**src/bwc_pkg.sv**
```systemverilog
// Constants, register map and state type for the burst waveform controller
package bwc_pkg;

  // ****************************************
  // Timing
  // ****************************************
  localparam int CLK_NS       = 10;
  localparam int GAP_NS       = 200;
  localparam int GAP_CYC      = (GAP_NS + CLK_NS - 1) / CLK_NS;
  localparam int US_NS        = 1000;
  localparam int US_CYC       = US_NS / CLK_NS;

  // ****************************************
  // Register offsets
  // ****************************************
  localparam logic [7:0] OFS_CTRL    = 8'h00;
  localparam logic [7:0] OFS_STATUS  = 8'h04;
  localparam logic [7:0] OFS_COUNT   = 8'h08;
  localparam logic [7:0] OFS_PERIOD  = 8'h0C;
  localparam logic [7:0] OFS_PHASE   = 8'h10;
  localparam logic [7:0] OFS_FREQ_LO = 8'h14;
  localparam logic [7:0] OFS_FREQ_HI = 8'h18;
  localparam logic [7:0] OFS_TRIG    = 8'h1C;

  // ****************************************
  // Field positions
  // ****************************************
  localparam int CTL_TYPE     = 0;
  localparam int CTL_ORIG_LO  = 1;
  localparam int CTL_LOW      = 3;
  localparam int CTL_SLOPE    = 4;
  localparam int CTL_UNB      = 5;
  localparam int CTL_SHAPE_LO = 8;
  localparam int ST_RUN       = 0;
  localparam int ST_ERR       = 1;
  localparam int ST_STRETCH   = 2;
  localparam int ST_GATE      = 3;
  localparam int ST_WAIT      = 4;
  localparam int PH_UNIT      = 17;

  // ****************************************
  // Encodings
  // ****************************************
  localparam logic [1:0] ORIG_INT = 2'h0;
  localparam logic [1:0] ORIG_EXT = 2'h1;
  localparam logic [1:0] ORIG_BUS = 2'h2;
  localparam logic [1:0] ORIG_MAN = 2'h3;
  localparam logic [2:0] SHP_SINE = 3'h0;
  localparam logic [2:0] SHP_SQR  = 3'h1;
  localparam logic [2:0] SHP_RAMP = 3'h2;
  localparam logic [2:0] SHP_PULS = 3'h3;
  localparam logic [2:0] SHP_ARB  = 3'h4;
  localparam logic [2:0] SHP_NOIS = 3'h5;
  localparam logic [2:0] SHP_DC   = 3'h6;

  // ****************************************
  // Limits (frequency in mHz, period in us, phase in 0.01 degree)
  // ****************************************
  localparam logic [36:0] FREQ_MIN   = 37'h0_0000_0002;
  localparam logic [36:0] FREQ_MAX   = 37'h12_A05F_2000;
  localparam logic [36:0] FREQ_RAMP  = 37'h0_3B9A_CA00;
  localparam logic [36:0] FREQ_ARB   = 37'h5_D21D_BA00;
  localparam logic [19:0] COUNT_MAX  = 20'hF_4240;
  localparam logic [28:0] PERIOD_MIN = 29'h000_0001;
  localparam logic [28:0] PERIOD_MAX = 29'h1DCD_6500;
  localparam int          PHASE_LIM  = 36000;
  localparam logic [15:0] RAD2DEG    = 16'h5BAC;

  // ****************************************
  // Reset values
  // ****************************************
  localparam logic [10:0] CTRL_RST   = 11'h000;
  localparam logic [19:0] COUNT_RST  = 20'h0_0001;
  localparam logic [28:0] PERIOD_RST = 29'h000_2710;
  localparam logic [36:0] FREQ_RST   = 37'h0_000F_4240;

  typedef enum logic [1:0] {ST_IDLE, ST_BURST, ST_DRAIN} bwc_state_e;

endpackage

```
**src/bwc_core.sv**
```systemverilog
// Burst sequencer with parameter checking and automatic period stretch
//
// Our own choices: the placing of the registers and the address-and-strobe port.
`timescale 1ns/1ps
`default_nettype none

module bwc_core
  import bwc_pkg::*;
(
  // Clock and reset
  input  wire logic        core_clk,
  input  wire logic        rst,
  // Register port
  input  wire logic [7:0]  reg_addr,
  input  wire logic [31:0] reg_wdata,
  input  wire logic        reg_wr,
  input  wire logic        reg_rd,
  output logic      [31:0] reg_rdata,
  // Trigger or gate pin and panel key
  input  wire logic        trig_pin,
  input  wire logic        manual_trig,
  // Waveform synthesizer side
  input  wire logic        cycle_end,
  output logic             wave_run,
  output logic             phase_load,
  output logic signed [16:0] start_phase,
  output logic      [2:0]  wave_shape,
  output logic      [36:0] wave_freq
);

  // ****************************************
  // Configuration registers
  // ****************************************
  logic [10:0] ctrl_r, ctrl_nxt;
  logic [19:0] count_r, count_nxt;
  logic [28:0] period_r, period_nxt;
  logic signed [16:0] phase_r, phase_nxt;
  logic [4:0]  fhi_r, fhi_nxt;
  logic [36:0] freq_r, freq_nxt;
  logic        err_r, err_nxt;
  logic        str_r, str_nxt;
  logic [31:0] rdata_r, rdata_nxt;
  logic        bus_trig;
  logic        str_set;

  logic        gated;
  logic [1:0]  origin;
  logic        low_sense;
  logic        slope_fall;
  logic        unbounded_count;
  logic [2:0]  shape;

  assign gated           = ctrl_r[CTL_TYPE];
  assign origin          = ctrl_r[CTL_ORIG_LO +: 2];
  assign low_sense       = ctrl_r[CTL_LOW];
  assign slope_fall      = ctrl_r[CTL_SLOPE];
  assign unbounded_count = ctrl_r[CTL_UNB];
  assign shape           = ctrl_r[CTL_SHAPE_LO +: 3];

  function automatic logic cfg_ok(input logic [2:0] shp, input logic gt,
                                  input logic unb, input logic [36:0] f);
    logic [36:0] lim;
    cfg_ok = 1'b1;
    lim    = FREQ_MAX;
    if (shp == SHP_RAMP) lim = FREQ_RAMP;
    if (shp == SHP_ARB) lim = FREQ_ARB;
    if (shp == SHP_DC || shp > SHP_DC) cfg_ok = 1'b0;
    if (shp == SHP_NOIS && !gt) cfg_ok = 1'b0;
    if (f < FREQ_MIN || f > lim) cfg_ok = 1'b0;
    if ((shp == SHP_SINE || shp == SHP_SQR) && f > FREQ_ARB && !unb) begin
      cfg_ok = 1'b0;
    end
  endfunction

  logic signed [32:0] ph_prod;
  logic signed [16:0] ph_deg;
  logic [36:0]        freq_cand;
  logic [2:0]         shp_w;

  always_comb begin
    ph_prod   = $signed(reg_wdata[16:0]) * $signed({1'b0, RAD2DEG});
    ph_deg    = reg_wdata[PH_UNIT] ? 17'(ph_prod >>> 12) : $signed(reg_wdata[16:0]);
    freq_cand = {fhi_r, reg_wdata};
    shp_w     = reg_wdata[CTL_SHAPE_LO +: 3];
  end

  logic [31:0] status_w;

  always_comb begin
    ctrl_nxt   = ctrl_r;
    count_nxt  = count_r;
    period_nxt = period_r;
    phase_nxt  = phase_r;
    fhi_nxt    = fhi_r;
    freq_nxt   = freq_r;
    bus_trig   = 1'b0;
    err_nxt    = err_r;
    str_nxt    = str_r;
    rdata_nxt  = 32'h0000_0000;
    if (reg_wr) begin
      case (reg_addr)
        OFS_CTRL: begin
          if (cfg_ok(shp_w, reg_wdata[CTL_TYPE], reg_wdata[CTL_UNB], freq_r)) begin
            ctrl_nxt = reg_wdata[10:0];
          end else begin
            err_nxt = 1'b1;
          end
        end
        OFS_STATUS: begin
          if (reg_wdata[ST_ERR]) err_nxt = 1'b0;
          if (reg_wdata[ST_STRETCH]) str_nxt = 1'b0;
        end
        OFS_COUNT: begin
          // Stored in any type, so a gated-type write takes effect later
          if (reg_wdata[19:0] != 20'h0_0000 && reg_wdata[31:20] == 12'h000 &&
              reg_wdata[19:0] <= COUNT_MAX) begin
            count_nxt = reg_wdata[19:0];
          end else begin
            err_nxt = 1'b1;
          end
        end
        OFS_PERIOD: begin
          if (reg_wdata[31:29] == 3'h0 && reg_wdata[28:0] >= PERIOD_MIN &&
              reg_wdata[28:0] <= PERIOD_MAX) begin
            period_nxt = reg_wdata[28:0];
          end else begin
            err_nxt = 1'b1;
          end
        end
        OFS_PHASE: begin
          if (ph_deg >= -PHASE_LIM && ph_deg <= PHASE_LIM) begin
            phase_nxt = ph_deg;
          end else begin
            err_nxt = 1'b1;
          end
        end
        OFS_FREQ_HI: fhi_nxt = reg_wdata[4:0];
        OFS_FREQ_LO: begin
          if (cfg_ok(shape, gated, unbounded_count, freq_cand)) begin
            freq_nxt = freq_cand;
          end else begin
            err_nxt = 1'b1;
          end
        end
        OFS_TRIG: bus_trig = 1'b1;
        default: ;
      endcase
    end
    // Hardware set beats a software clear in the same cycle
    if (str_set) str_nxt = 1'b1;
    if (reg_rd) begin
      case (reg_addr)
        OFS_CTRL:    rdata_nxt = {21'h00_0000, ctrl_r};
        OFS_STATUS:  rdata_nxt = status_w;
        OFS_COUNT:   rdata_nxt = {12'h000, count_r};
        OFS_PERIOD:  rdata_nxt = {3'h0, period_r};
        OFS_PHASE:   rdata_nxt = {{15{phase_r[16]}}, phase_r};
        OFS_FREQ_LO: rdata_nxt = freq_r[31:0];
        OFS_FREQ_HI: rdata_nxt = {27'h000_0000, freq_r[36:32]};
        default:     rdata_nxt = 32'h0000_0000;
      endcase
    end
  end

  always_ff @(posedge core_clk or posedge rst) begin
    if (rst) begin
      ctrl_r   <= CTRL_RST;
      count_r  <= COUNT_RST;
      period_r <= PERIOD_RST;
      phase_r  <= 17'sh0_0000;
      fhi_r    <= 5'h00;
      freq_r   <= FREQ_RST;
      err_r    <= 1'b0;
      str_r    <= 1'b0;
      rdata_r  <= 32'h0000_0000;
    end else begin
      ctrl_r   <= ctrl_nxt;
      count_r  <= count_nxt;
      period_r <= period_nxt;
      phase_r  <= phase_nxt;
      fhi_r    <= fhi_nxt;
      freq_r   <= freq_nxt;
      err_r    <= err_nxt;
      str_r    <= str_nxt;
      rdata_r  <= rdata_nxt;
    end
  end

  // ****************************************
  // Pin synchroniser and detection
  // ****************************************
  logic s1_r, s2_r, s3_r;
  always_ff @(posedge core_clk or posedge rst) begin
    if (rst) begin
      s1_r <= 1'b0;
      s2_r <= 1'b0;
      s3_r <= 1'b0;
    end else begin
      s1_r <= trig_pin;
      s2_r <= s1_r;
      s3_r <= s2_r;
    end
  end

  logic gate_act, trig_edge;
  assign gate_act  = s2_r ^ low_sense;
  assign trig_edge = slope_fall ? (s3_r & ~s2_r) : (~s3_r & s2_r);

  // ****************************************
  // Sequencer
  // ****************************************
  bwc_state_e  state_r, state_nxt;
  logic [19:0] left_r, left_nxt;
  logic [6:0]  pre_r, pre_nxt;
  logic [28:0] us_r, us_nxt;
  logic [4:0]  gap_r, gap_nxt;
  logic        load_r, load_nxt;
  logic        gap_ok, int_due, int_fire, req, start_trig;

  assign gap_ok   = gap_r >= 5'(GAP_CYC);
  assign int_due  = !gated && origin == ORIG_INT && us_r >= period_r;
  // A late burst end pushes the launch back: the period stretches itself
  assign int_fire = int_due && state_r == ST_IDLE && gap_ok;
  assign str_set  = int_due && !(state_r == ST_IDLE && gap_ok);
  // Triggers only count while idle; edges during a burst are lost
  assign req = (origin == ORIG_EXT && trig_edge) || (origin == ORIG_BUS && bus_trig) ||
               (origin == ORIG_MAN && manual_trig) || int_fire;
  assign start_trig = !gated && state_r == ST_IDLE && req;

  always_comb begin
    state_nxt = state_r;
    left_nxt  = left_r;
    load_nxt  = 1'b0;
    pre_nxt   = (pre_r == 7'(US_CYC - 1)) ? 7'h00 : pre_r + 7'h01;
    us_nxt    = (pre_r == 7'(US_CYC - 1) && us_r != PERIOD_MAX) ? us_r + 29'h1 : us_r;
    gap_nxt   = (state_r != ST_IDLE) ? 5'h00 : (gap_ok ? gap_r : gap_r + 5'h01);
    case (state_r)
      ST_IDLE: begin
        if (gated) begin
          if (gate_act) begin
            state_nxt = ST_BURST;
            load_nxt  = 1'b1;
          end
        end else if (start_trig) begin
          state_nxt = ST_BURST;
          left_nxt  = count_r;
          load_nxt  = 1'b1;
          pre_nxt   = 7'h01; // Launch cycle already counts as the first of the period
          us_nxt    = 29'h000_0000;
        end
      end
      ST_BURST: begin
        if (gated) begin
          if (!gate_act) begin
            if (shape == SHP_NOIS || cycle_end) begin
              state_nxt = ST_IDLE;
            end else begin
              state_nxt = ST_DRAIN;
            end
          end
        end else if (cycle_end && !unbounded_count) begin
          if (left_r <= 20'h0_0001) begin
            state_nxt = ST_IDLE;
          end else begin
            left_nxt = left_r - 20'h0_0001;
          end
        end
      end
      ST_DRAIN: begin
        if (cycle_end || shape == SHP_NOIS) state_nxt = ST_IDLE;
      end
      default: state_nxt = ST_IDLE;
    endcase
  end

  always_ff @(posedge core_clk or posedge rst) begin
    if (rst) begin
      state_r <= ST_IDLE;
      left_r  <= 20'h0_0000;
      pre_r   <= 7'h00;
      us_r    <= 29'h000_0000;
      gap_r   <= 5'h00;
      load_r  <= 1'b0;
    end else begin
      state_r <= state_nxt;
      left_r  <= left_nxt;
      pre_r   <= pre_nxt;
      us_r    <= us_nxt;
      gap_r   <= gap_nxt;
      load_r  <= load_nxt;
    end
  end

  // ****************************************
  // Outputs
  // ****************************************
  assign status_w = {27'h000_0000, state_r == ST_IDLE && !gated, s2_r, str_r, err_r,
                     state_r != ST_IDLE};
  assign reg_rdata   = rdata_r;
  assign wave_run    = state_r != ST_IDLE;
  assign phase_load  = load_r;
  // Pulse and noise ignore phase: they always start from zero
  assign start_phase = (shape == SHP_PULS || shape == SHP_NOIS) ? 17'sh0_0000 : phase_r;
  assign wave_shape  = shape;
  assign wave_freq   = freq_r;

  // ****************************************
  // Assertions
  // ****************************************
  property p_last_cycle;
    @(posedge core_clk) disable iff (rst)
    state_r == ST_BURST && !gated && !unbounded_count && cycle_end && left_r == 20'h0_0001
    |=> state_r == ST_IDLE;
  endproperty
  a_last_cycle: assert property (p_last_cycle) else $error("burst overran its count");

  property p_gate_on;
    @(posedge core_clk) disable iff (rst)
    gated && state_r == ST_IDLE && gate_act |=> wave_run ##1 phase_load == 1'b0;
  endproperty
  a_gate_on: assert property (p_gate_on) else $error("gate did not start output");

  property p_drain;
    @(posedge core_clk) disable iff (rst)
    state_r == ST_DRAIN && !cycle_end && shape != SHP_NOIS |=> wave_run;
  endproperty
  a_drain: assert property (p_drain) else $error("cycle cut short");

  property p_noise_stop;
    @(posedge core_clk) disable iff (rst)
    gated && shape == SHP_NOIS && wave_run && !gate_act |=> !wave_run;
  endproperty
  a_noise_stop: assert property (p_noise_stop) else $error("noise not stopped");

  property p_int_only;
    @(posedge core_clk) disable iff (rst)
    int_fire |-> origin == ORIG_INT && !gated ##1 phase_load;
  endproperty
  a_int_only: assert property (p_int_only) else $error("period used wrongly");

  property p_gated_manual;
    @(posedge core_clk) disable iff (rst)
    gated && manual_trig && !reg_wr |=> !$rose(err_r);
  endproperty
  a_gated_manual: assert property (p_gated_manual) else $error("manual raised error");

  property p_count_range;
    @(posedge core_clk) disable iff (rst)
    count_r != 20'h0_0000 && count_r <= COUNT_MAX;
  endproperty
  a_count_range: assert property (p_count_range) else $error("count out of range");

  property p_freq_range;
    @(posedge core_clk) disable iff (rst)
    freq_r >= FREQ_MIN && freq_r <= FREQ_MAX && shape != SHP_DC;
  endproperty
  a_freq_range: assert property (p_freq_range) else $error("bad frequency or shape");

  property p_gap;
    @(posedge core_clk) disable iff (rst)
    $fell(wave_run) && !gated |-> !int_fire [*8];
  endproperty
  a_gap: assert property (p_gap) else $error("burst restarted too soon");

  property p_busy_drop;
    @(posedge core_clk) disable iff (rst)
    state_r == ST_BURST && trig_edge && !gated |=> !phase_load;
  endproperty
  a_busy_drop: assert property (p_busy_drop) else $error("trigger taken in burst");

  property p_sync;
    @(posedge core_clk) disable iff (rst)
    s2_r == $past(trig_pin, 2);
  endproperty
  a_sync: assert property (p_sync) else $error("pin not two stages");

  c_burst_done: cover property (@(posedge core_clk) disable iff (rst)
    !gated ##0 $fell(wave_run));
  c_gate_drain: cover property (@(posedge core_clk) disable iff (rst)
    state_r == ST_DRAIN ##1 state_r == ST_IDLE);
  c_stretch: cover property (@(posedge core_clk) disable iff (rst) $rose(str_r));
  c_reject: cover property (@(posedge core_clk) disable iff (rst) $rose(err_r));

endmodule

`default_nettype wire

```
**config.mk**
```make
export PLATFORM = sky130hd
export DESIGN_NAME = bwc_core
export DESIGN_NICKNAME = d
export VERILOG_FILES = /design/src/bwc_pkg.sv /design/src/bwc_core.sv
export SDC_FILE = /design/constraint.sdc
export NUM_CORES = 1
export LEC_CHECK = 0
export BUFFER_PORTS_ARGS = -buffer_cell sky130_fd_sc_hd__buf_2
export CORE_MARGIN = 2
export CORE_UTILIZATION = 65
export DETAILED_ROUTE_END_ITERATION = 16
export PLACE_DENSITY = 0.82
export REMOVE_ABC_BUFFERS = 1
export SETUP_SLACK_MARGIN = 0.1
export SLEW_MARGIN = 20
export SYNTH_ARGS = -nofsm -noshare
export SYNTH_HDL_FRONTEND = slang
export SYNTH_SLANG_ARGS = --single-unit
```
**constraint.sdc**
```tcl
create_clock -name core_clk -period 13 [get_ports core_clk]
set_input_delay 0 -clock core_clk [delete_from_list [all_inputs] [get_ports core_clk]]
set_output_delay 0 -clock core_clk [all_outputs]
set_load 0.1 [all_outputs]
```
==> qor.csv, run 1 <==
stage;metric;value;unit
synthesis;#FFs+latches synth;220;
die;I/O pin cnt;138;
placement;port buffer count;137;
sta;setup_tns;0;ns
die;Initial Util;66.2;%
power;Internal Power;2.44;mW
power;maximum vdd drop;277;uV
sta;minimum clock period after layout;7.45;ns
worst_setup_path;Setup crit end kind;flip-flop;
power;Tot Pwr;4.98;mW
synthesis;ys flop type;dfrtp_1;
clock_network;Longest Clk Path Bufs;3;
global_routing;gr ovfl total;0;
layout;fill count;2038;
synthesis;Mapped Avg Cell Area;9.49;um^2
sta;worst slew pin tran;1.05;ns
clock_network;post-CTS sizing;0;
sta;Clock Skew;0.0157;ns
layout;Register Area;5520;um^2
die;Die ar.;29700;um^2
power;Switching Share;51.0;%
detailed_routing;DRC;0;
detailed_routing;drt total wl;56.4;mm
power;Switch Pwr;2.54;mW
die;chip height;172;um
worst_setup_path;Critical Path Fanout Max;15;
die;Die X-Extent;172;um
die;CORE AREA;27900;um^2
detailed_routing;1st-pass router iterations;7;
power;part of the power in registers;15.9;%
clock_network;CTS root buffer;clkbuf_16;
layout;synthesis-to-layout area growth;10.7;%
clock_network;H-Tree Depth;1;
global_routing;initial antenna violation count;0;
die;# rows;61;
worst_setup_path;crit path launch type;primary input;
sta;fin crit share;57.3;%
worst_setup_path;worst reg2reg path depth;13;
synthesis;sequential share of the synthesized area;30.0;%
worst_setup_path;critical path data required time;13.40;ns
sta;final hold vios;0;
clock_network;Num CTS Buffers;22;
power;P per Cell Area;244;nW/um^2
clock_network;Worst-Skew Late Latency;0.52;ns
layout;nets;2436;
outcome;status;finished, final reports clean;
detailed_routing;routed vias/inst;6.42;
worst_setup_path;CP arrival;7.85;ns
layout;share of cells above drive strength 1;13.7;%
placement;post-DP HPWL;42.4;mm
detailed_routing;post-route ant nets;0;
sta;Finish-stage setup viols;0;
power;Pleak;9.80;nW
job;total of max-cap violations;0;
power;Clk pwr share;13.5;%
detailed_routing;1st-iter DRT viols;1842;
synthesis;Post-Syn Instances;1942;
sta;RSZ-0062 raised after global routing;no;
sta;Max Freq;0.134;GHz
worst_setup_path;R2R setup slack;8.16;ns
clock_network;clock-pin transition on the worst setup and hold timing paths;0.06;ns
min_path;WHS Path Cells;2;
detailed_routing;routed vias;15800;
synthesis;Netlist cell types;84;
layout;multi-input logic area;11700;um^2
global_routing;first-pass GRT wire length;87.1;mm
synthesis;EDFF count, synth;0;
min_path;HP Class;primary input to flip-flop;
power;Comb power frac;70.5;%
clock_network;clock tree sinks;220;
clock_network;post-CTS setup buffer count;0;
global_routing;largest net degree at the start of global routing;144;
global_routing;gr usage total;38.5;%
detailed_routing;drt wl/cell;22.9;um
global_routing;vias in the first global route;15700;
placement;routability cong.;0.999;
synthesis;yosys warns;0;
sta;Worst slew margin;29.8;%
worst_setup_path;kind of critical path;primary input to flip-flop;
layout;antenna fix cells;0;
synthesis;Syn Std Cell Area;18400;um^2
clock_network;CTS tree;built;
sta;max-slew violation count;0;
synthesis;async set-or-reset flop fraction in the synthesized netlist;100;%
==> critical path, cell delays in order <==
cell and delay, ns:
dlygate4sd3_1 0.54, buf_2 0.42, inv_1 0.45, ha_1 0.43
ha_1 0.32, fa_1 0.52, fa_1 0.52, fa_1 0.55
inv_1 0.06, fa_1 0.49, inv_1 0.04, ha_1 0.41
o21ai_0 0.14, o21ai_1 0.34, o21ai_1 0.18, nor3_1 0.40
a221oi_4 0.15, mux2i_1 0.17, nor4_1 0.39, nand3_1 0.28
a31oi_4 0.60, mux2_2 0.41
==> power groups by stage <==
stage          clock [mW]  sequential, mW  combinational [mW]
5_1_grt             0.697           0.797                3.85
3_3_place_gp            0           0.800                3.37
2_1_floorplan           0           0.800                2.58
4_1_cts             0.673           0.791                3.43
6_report            0.673           0.793                3.51
3_5_place_dp            0           0.802                3.40
==> cell usage after synthesis, types with 8 or more instances <==
master | number | area, um^2
a22o_1 | 18 | 158
and3_1 | 12 | 75.1
a221oi_1 | 13 | 114
clkbuf_1 | 65 | 244
and4_1 | 9 | 78.8
a21oi_1 | 96 | 480
a21o_1 | 29 | 218
a31oi_1 | 22 | 138
o22ai_1 | 8 | 50.1
xor2_1 | 24 | 210
dfrtp_1 | 207 | 5180
nand2_1 | 138 | 518
nand4_1 | 28 | 175
o22a_1 | 18 | 158
and2_1 | 27 | 169
nor2b_1 | 11 | 68.8
o21a_1 | 15 | 113
nor4_1 | 28 | 175
o211ai_1 | 10 | 75.1
nand2b_1 | 8 | 50.1
mux2_4 | 10 | 150
fa_1 | 108 | 2160
nand3_1 | 50 | 250
o21ai_0 | 98 | 490
xnor2_1 | 32 | 280
dfstp_2 | 13 | 342
or2_2 | 9 | 56.3
ha_1 | 213 | 2670
a211oi_1 | 8 | 60.1
a22oi_1 | 17 | 128
or3_1 | 12 | 75.1
nor2_1 | 143 | 537
mux2_2 | 51 | 574
mux2i_1 | 11 | 110
nor3_1 | 26 | 130
a222oi_1 | 11 | 110
inv_1 | 237 | 890
==> kinds of logic (layout without fill, tap and decap cells) <==
| group | Yosys count | count (layout) | share of synthesized area [%] |
|---|---|---|---|
| AO/OA/AOI/OAI | 425 | 425 | 15.6 |
| XOR/XNOR | 57 | 57 | 2.75 |
| adder cells (fa/ha/maj) | 321 | 321 | 26.2 |
| buffers and inverters | 312 | 453 | 6.57 |
| flip-flops | 220 | 220 | 30.0 |
| multiplexers | 73 | 73 | 4.65 |
| AND/OR/NAND/NOR | 534 | 534 | 14.3 |
==> area by class of cell <==
class                           instances  share of cell area (%)
Timing Repair Buffer                  176                    5.04
Clock inverter                          2                   0.294
Tap cell                              378                    2.32
Clock buffer                           37                    3.42
Inverter                              238                    4.42
Sequential cell                       220                    27.1
Multi-Input combinational cell       1410                    57.4
==> cell usage in the layout (no fill, tap or decap), drive strengths merged, types with 10 or more instances in the layout <==
cell	instances
nor4	28
o21a	15
dlygate4sd3	20
clkbuf	37
and3	12
dfrtp	207
and2	31
a31oi	23
a22oi	17
o211ai	10
xor2	25
nand2	138
nor2	143
a222oi	11
nor3	26
nor2b	11
nand4	28
mux2i	11
or3	12
dfstp	13
mux2	61
buf	156
inv	237
a21oi	97
o22a	18
a221oi	14
xnor2	32
ha	213
nand3	50
a22o	19
a21o	29
fa	108
o21ai	101
==> sequential cells by signal (all words and copies together) (netlist names), 2 cells and up <==
name and cells:
count_r 20, left_r 20, gap_r 5, us_r 29, reg_rdata 32, state_r 2
ctrl_r 11, pre_r 7, fhi_r 5, phase_r 17, period_r 29, wave_freq 37
==> through the flow <==
step | utilization (%) | instance area, um^2 | cells | setup WS (ns) | hold WS [ns]
floorplan | - | 18100 | 1868 | 6.64 | 0.0314
global placement | 69.8 | 19400 | 2402 | 5.69 | 0.116
detailed placement | 69.8 | 19400 | 2402 | 5.62 | 0.113
CTS | 73.2 | 20400 | 2461 | 5.67 | 0.0155
global route | 73.2 | 20400 | 2461 | 5.25 | 0.0240
finish | 73.2 | 20400 | 2461 | 5.55 | 0.0219
==> per-layer routing <==
metal | part of all wire [%] | GRT usage, % | vias to the layer above
li1 | - | - | 7049
met1 | 39 | 49.4 | 7737
met2 | 47 | 63.3 | 808
met3 | 7.9 | 5.36 | 208
met4 | 5.8 | 21.4 | 0
met5 | 0 | 0 | -
==> worst paths after layout <==
kind | start | endpoint
max | reg_wdata[9] | phase_r[11]
min | reg_wdata[3] | fhi_r[3]
max reg2reg | ctrl_r[9] | wave_freq[28]
min reg2reg | s1_r | s2_r
max in group asynchronous | rst | fhi_r[3]
min in group asynchronous | rst | reg_rdata[19]
==> repair_timing <==
item                                    in CTS  in global routing
hold buffers                                20                  0
endpoints found under the hold margin      170                  0
endpoints found under the setup margin       0                  0
No activity file was read; power rests on OpenSTA's default activity.
==> run 2: changes to the inputs <==
Settings changed: ABC_AREA set to 1, CORE_UTILIZATION 65 to 63, PLACE_DENSITY 0.82 to 0.8.
Clock period 13 ns to 7.1 ns, I/O delays scaled along.
==> qor.csv, run 2 <==
stage;metric;value;unit;change
sta;Clock Skew;0.0184;ns;+0.00270 ns
synthesis;EDFF count, synth;0;;unchanged
clock_network;CTS tree;built;;
worst_setup_path;CP arrival;7.03;ns;-0.82 ns
global_routing;first-pass GRT wire length;97.5;mm;+12%
layout;nets;3092;;+27%
synthesis;async set-or-reset flop fraction in the synthesized netlist;100;%;unchanged
placement;port buffer count;137;;unchanged
die;Die ar.;32400;um^2;+9.0%
detailed_routing;routed vias/inst;5.86;;-8.8%
worst_setup_path;critical path's most frequent cell;inv_1;;
worst_setup_path;critical path data required time;7.52;ns;-5.88 ns
sta;fin crit share;93.1;%;
worst_setup_path;Worst setup startpoint;reg_wdata[4];;
layout;Final Non-Filler Cells;3137;;+27%
worst_setup_path;crit path capture;phase_r[11];;
power;Comb power frac;70.9;%;+0.4 points
synthesis;most frequent cell after synthesis;nand2_1;;
layout;fin area;21700;um^2;+6.2%
power;Internal Power;4.56;mW;+87%
worst_setup_path;Critical Path Fanout Max;19;;+4
synthesis;dominant cell type by area after synthesis;dfrtp_1;;
sta;Min Hold Slack;0.0106;ns;-0.0113 ns
sta;Max Freq;0.151;GHz;
global_routing;initial antenna violation count;1;;+1
detailed_routing;1st-iter DRT viols;1592;;-14%
global_routing;gr ovfl total;0;;unchanged
power;P per Cell Area;462;nW/um^2;+89%
placement;routability cong.;1.00;;+0.35%
clock_network;post-CTS sizing;0;;unchanged
worst_setup_path;worst reg2reg path depth;15;;+2
detailed_routing;post-route ant nets;0;;unchanged
die;chip height;180;um;+4.4%
synthesis;top cell type's share of synthesized area;26.6;%;-1.6 points
global_routing;largest net degree at the start of global routing;142;;-1.4%
synthesis;ys flop type;dfrtp_1;;
die;Initial Util;63.9;%;-2.2 points
power;maximum vdd drop;737;uV;+170%
placement;Placed Area;20600;um^2;+5.9%
sta;Finish-stage setup viols;0;;unchanged
min_path;HP Class;primary input to flip-flop;;
power;part of the power in registers;16.4;%;+0.5 points
worst_setup_path;crit path launch type;primary input;;
layout;most frequent cells in the layout;nand2_1 (618), inv_1 (478), ha_1 (213), dfrtp_1 (207), nor2_1 (180);;
worst_setup_path;FF-to-FF Start;ctrl_r[8];;
power;Tot Pwr;10.0;mW;+100%
clock_network;H-Tree Depth;1;;unchanged
sta;max-slew violation count;0;;unchanged
worst_setup_path;Critical Path Slowest Stage Cell;fa_1;;
sta;minimum clock period after layout;6.61;ns;
placement;post-DP HPWL;47.6;mm;+12%
sta;RSZ-0062 raised after global routing;no;;
sta;Worst slew margin;29.8;%;about the same
job;total of max-cap violations;0;;unchanged
worst_setup_path;CP max stage delay;0.56;ns;-0.04 ns
die;CORE AREA;30500;um^2;+9.5%
sta;setup_tns;0;ns;unchanged
synthesis;Syn Std Cell Area;19500;um^2;+5.9%
synthesis;Mapped Avg Cell Area;7.58;um^2;-20%
outcome;status;finished, final reports clean;;
placement;Place WS;0.419;ns;-5.20 ns
clock_network;Worst-Skew Late Latency;0.53;ns;about the same
synthesis;most frequent cells after synthesis;nand2_1 (619), inv_1 (479), ha_1 (213);;
layout;share of cells above drive strength 1;9.09;%;-4.6 points
power;Pleak;11.2;nW;+14%
die;I/O pin cnt;138;;unchanged
worst_setup_path;RR Endpoint;wave_freq[21];;
power;Switching Share;54.4;%;+3.5 points
die;Die X-Extent;180;um;+4.4%
clock_network;clock-pin transition on the worst setup and hold timing paths;0.06;ns;about the same
worst_setup_path;Setup crit end kind;flip-flop;;
detailed_routing;drt wl/cell;19.4;um;-15%
layout;most common cell after layout, fill and taps aside;nand2_1;;
power;Clk pwr share;12.7;%;-0.8 points
synthesis;Netlist cell types;59;;-30%
detailed_routing;1st-pass router iterations;6;;-1
clock_network;Longest Clk Path Bufs;3;;unchanged
worst_setup_path;kind of critical path;primary input to flip-flop;;
layout;synthesis-to-layout area growth;11.0;%;
clock_network;clock tree sinks;220;;unchanged
synthesis;Post-Syn Instances;2574;;+33%
synthesis;#FFs+latches synth;220;;unchanged
sta;worst slew pin tran;1.05;ns;-0.00452 ns
synthesis;dominant cells by area after synthesis;dfrtp_1 (27%), ha_1 (14%), nand2_1 (12%);;
placement;# placed instances;3065;;+28%
power;Switch Pwr;5.44;mW;+110%
global_routing;gr usage total;38.0;%;-0.54 points
detailed_routing;DRC;0;;unchanged
detailed_routing;drt total wl;60.9;mm;+8.0%
layout;final core utilization;71.0;%;-2.2 points
detailed_routing;routed vias;18400;;+16%
die;# rows;64;;+4.9%
clock_network;CTS root buffer;clkbuf_16;;
worst_setup_path;R2R setup slack;3.07;ns;-5.09 ns
clock_network;Num CTS Buffers;22;;unchanged
global_routing;vias in the first global route;18400;;+17%
sta;final hold vios;0;;unchanged
sta;worst setup margin;0.491;ns;-5.06 ns
synthesis;yosys warns;0;;unchanged
synthesis;sequential share of the synthesized area;28.3;%;-1.7 points
layout;number of flip-flops in the largest register;37;;unchanged
## run 2: cell types whose count changed after synthesis, sizes merged, moves of 22 or more
cell | previous run | this run
a21o | 29 | 1
and2 | 31 | 1
clkbuf | 65 | 43
inv | 237 | 486
mux2 | 61 | 0
nand2 | 138 | 623
nand3 | 50 | 115
nand4 | 28 | 68
nor2 | 143 | 187
o21ai | 101 | 160
xnor2 | 32 | 10
## run 2: timing repair
action | in CTS | in global routing
hold endpoints to repair | 182 | 0
setup endpoints to repair | 0 | 17
setup buffers | 0 | 7
hold buffers | 24 | 0
## run 2: how the worst min path moves through the flow
stage,from,endpoint,slack (ns),cells past startpoint
2_1_floorplan,trig_pin,s1_r,0.03,0
3_3_place_gp,trig_pin,s1_r,0.11,1
3_5_place_dp,trig_pin,s1_r,0.11,1
4_1_cts,manual_trig,phase_load,0.006,5
5_1_grt,reg_wdata[2],fhi_r[2],0.03,3
6_report,manual_trig,phase_load,0.01,5
## run 2: worst max-delay path: cells and delay by family
| kind | cells | cell delay [ns] |
|---|---|---|
| AOI/OAI and AO/OA | 3 | 0.89 |
| adders and majority gates | 7 | 3.15 |
| and+or+nand+nor | 10 | 1.47 |
| buffers and inverters | 10 | 1.52 |
## run 2: kinds of logic after synthesis
| group | count (synthesis) | synth area share [%] |
|---|---|---|
| AO/OA/AOI/OAI | 360 | 10.7 |
| XOR/XNOR | 31 | 1.39 |
| adder cells (fa/ha/maj) | 321 | 24.7 |
| buffers and inverters | 546 | 10.7 |
| flip-flops | 220 | 28.3 |
| AND/OR/NAND/NOR | 1096 | 24.2 |
## run 2: power groups by stage
| stage | combinational, mW | sequential (mW) | clock, mW |
|---|---|---|---|
| 2_1_floorplan | 5.31 | 1.60 | 0 |
| 3_3_place_gp | 6.88 | 1.65 | 0 |
| 3_5_place_dp | 6.99 | 1.65 | 0 |
| 4_1_cts | 7.04 | 1.64 | 1.27 |
| 5_1_grt | 8.09 | 1.67 | 1.31 |
| 6_report | 7.09 | 1.64 | 1.27 |
## run 2: layout make-up
type	instances	area (um^2)
Inverter	487	1840
Tap cell	396	495
Sequential cell	220	5520
Clock inverter	12	180
Antenna cell	1	2.50
Clock buffer	28	603
Multi-Input combinational cell	1808	11900
Timing Repair Buffer	185	1110
Fill cell	2580	8840
## run 2: routing by layer
layer  share of wire (%)  global-route usage, %  vias to the layer above
li1                    -                      -                     8603
met1                  37                   46.9                     8604
met2                  48                   63.6                      930
met3                 8.5                   6.04                      233
met4                 6.5                   21.6                        2
met5               0.021                      0                        -
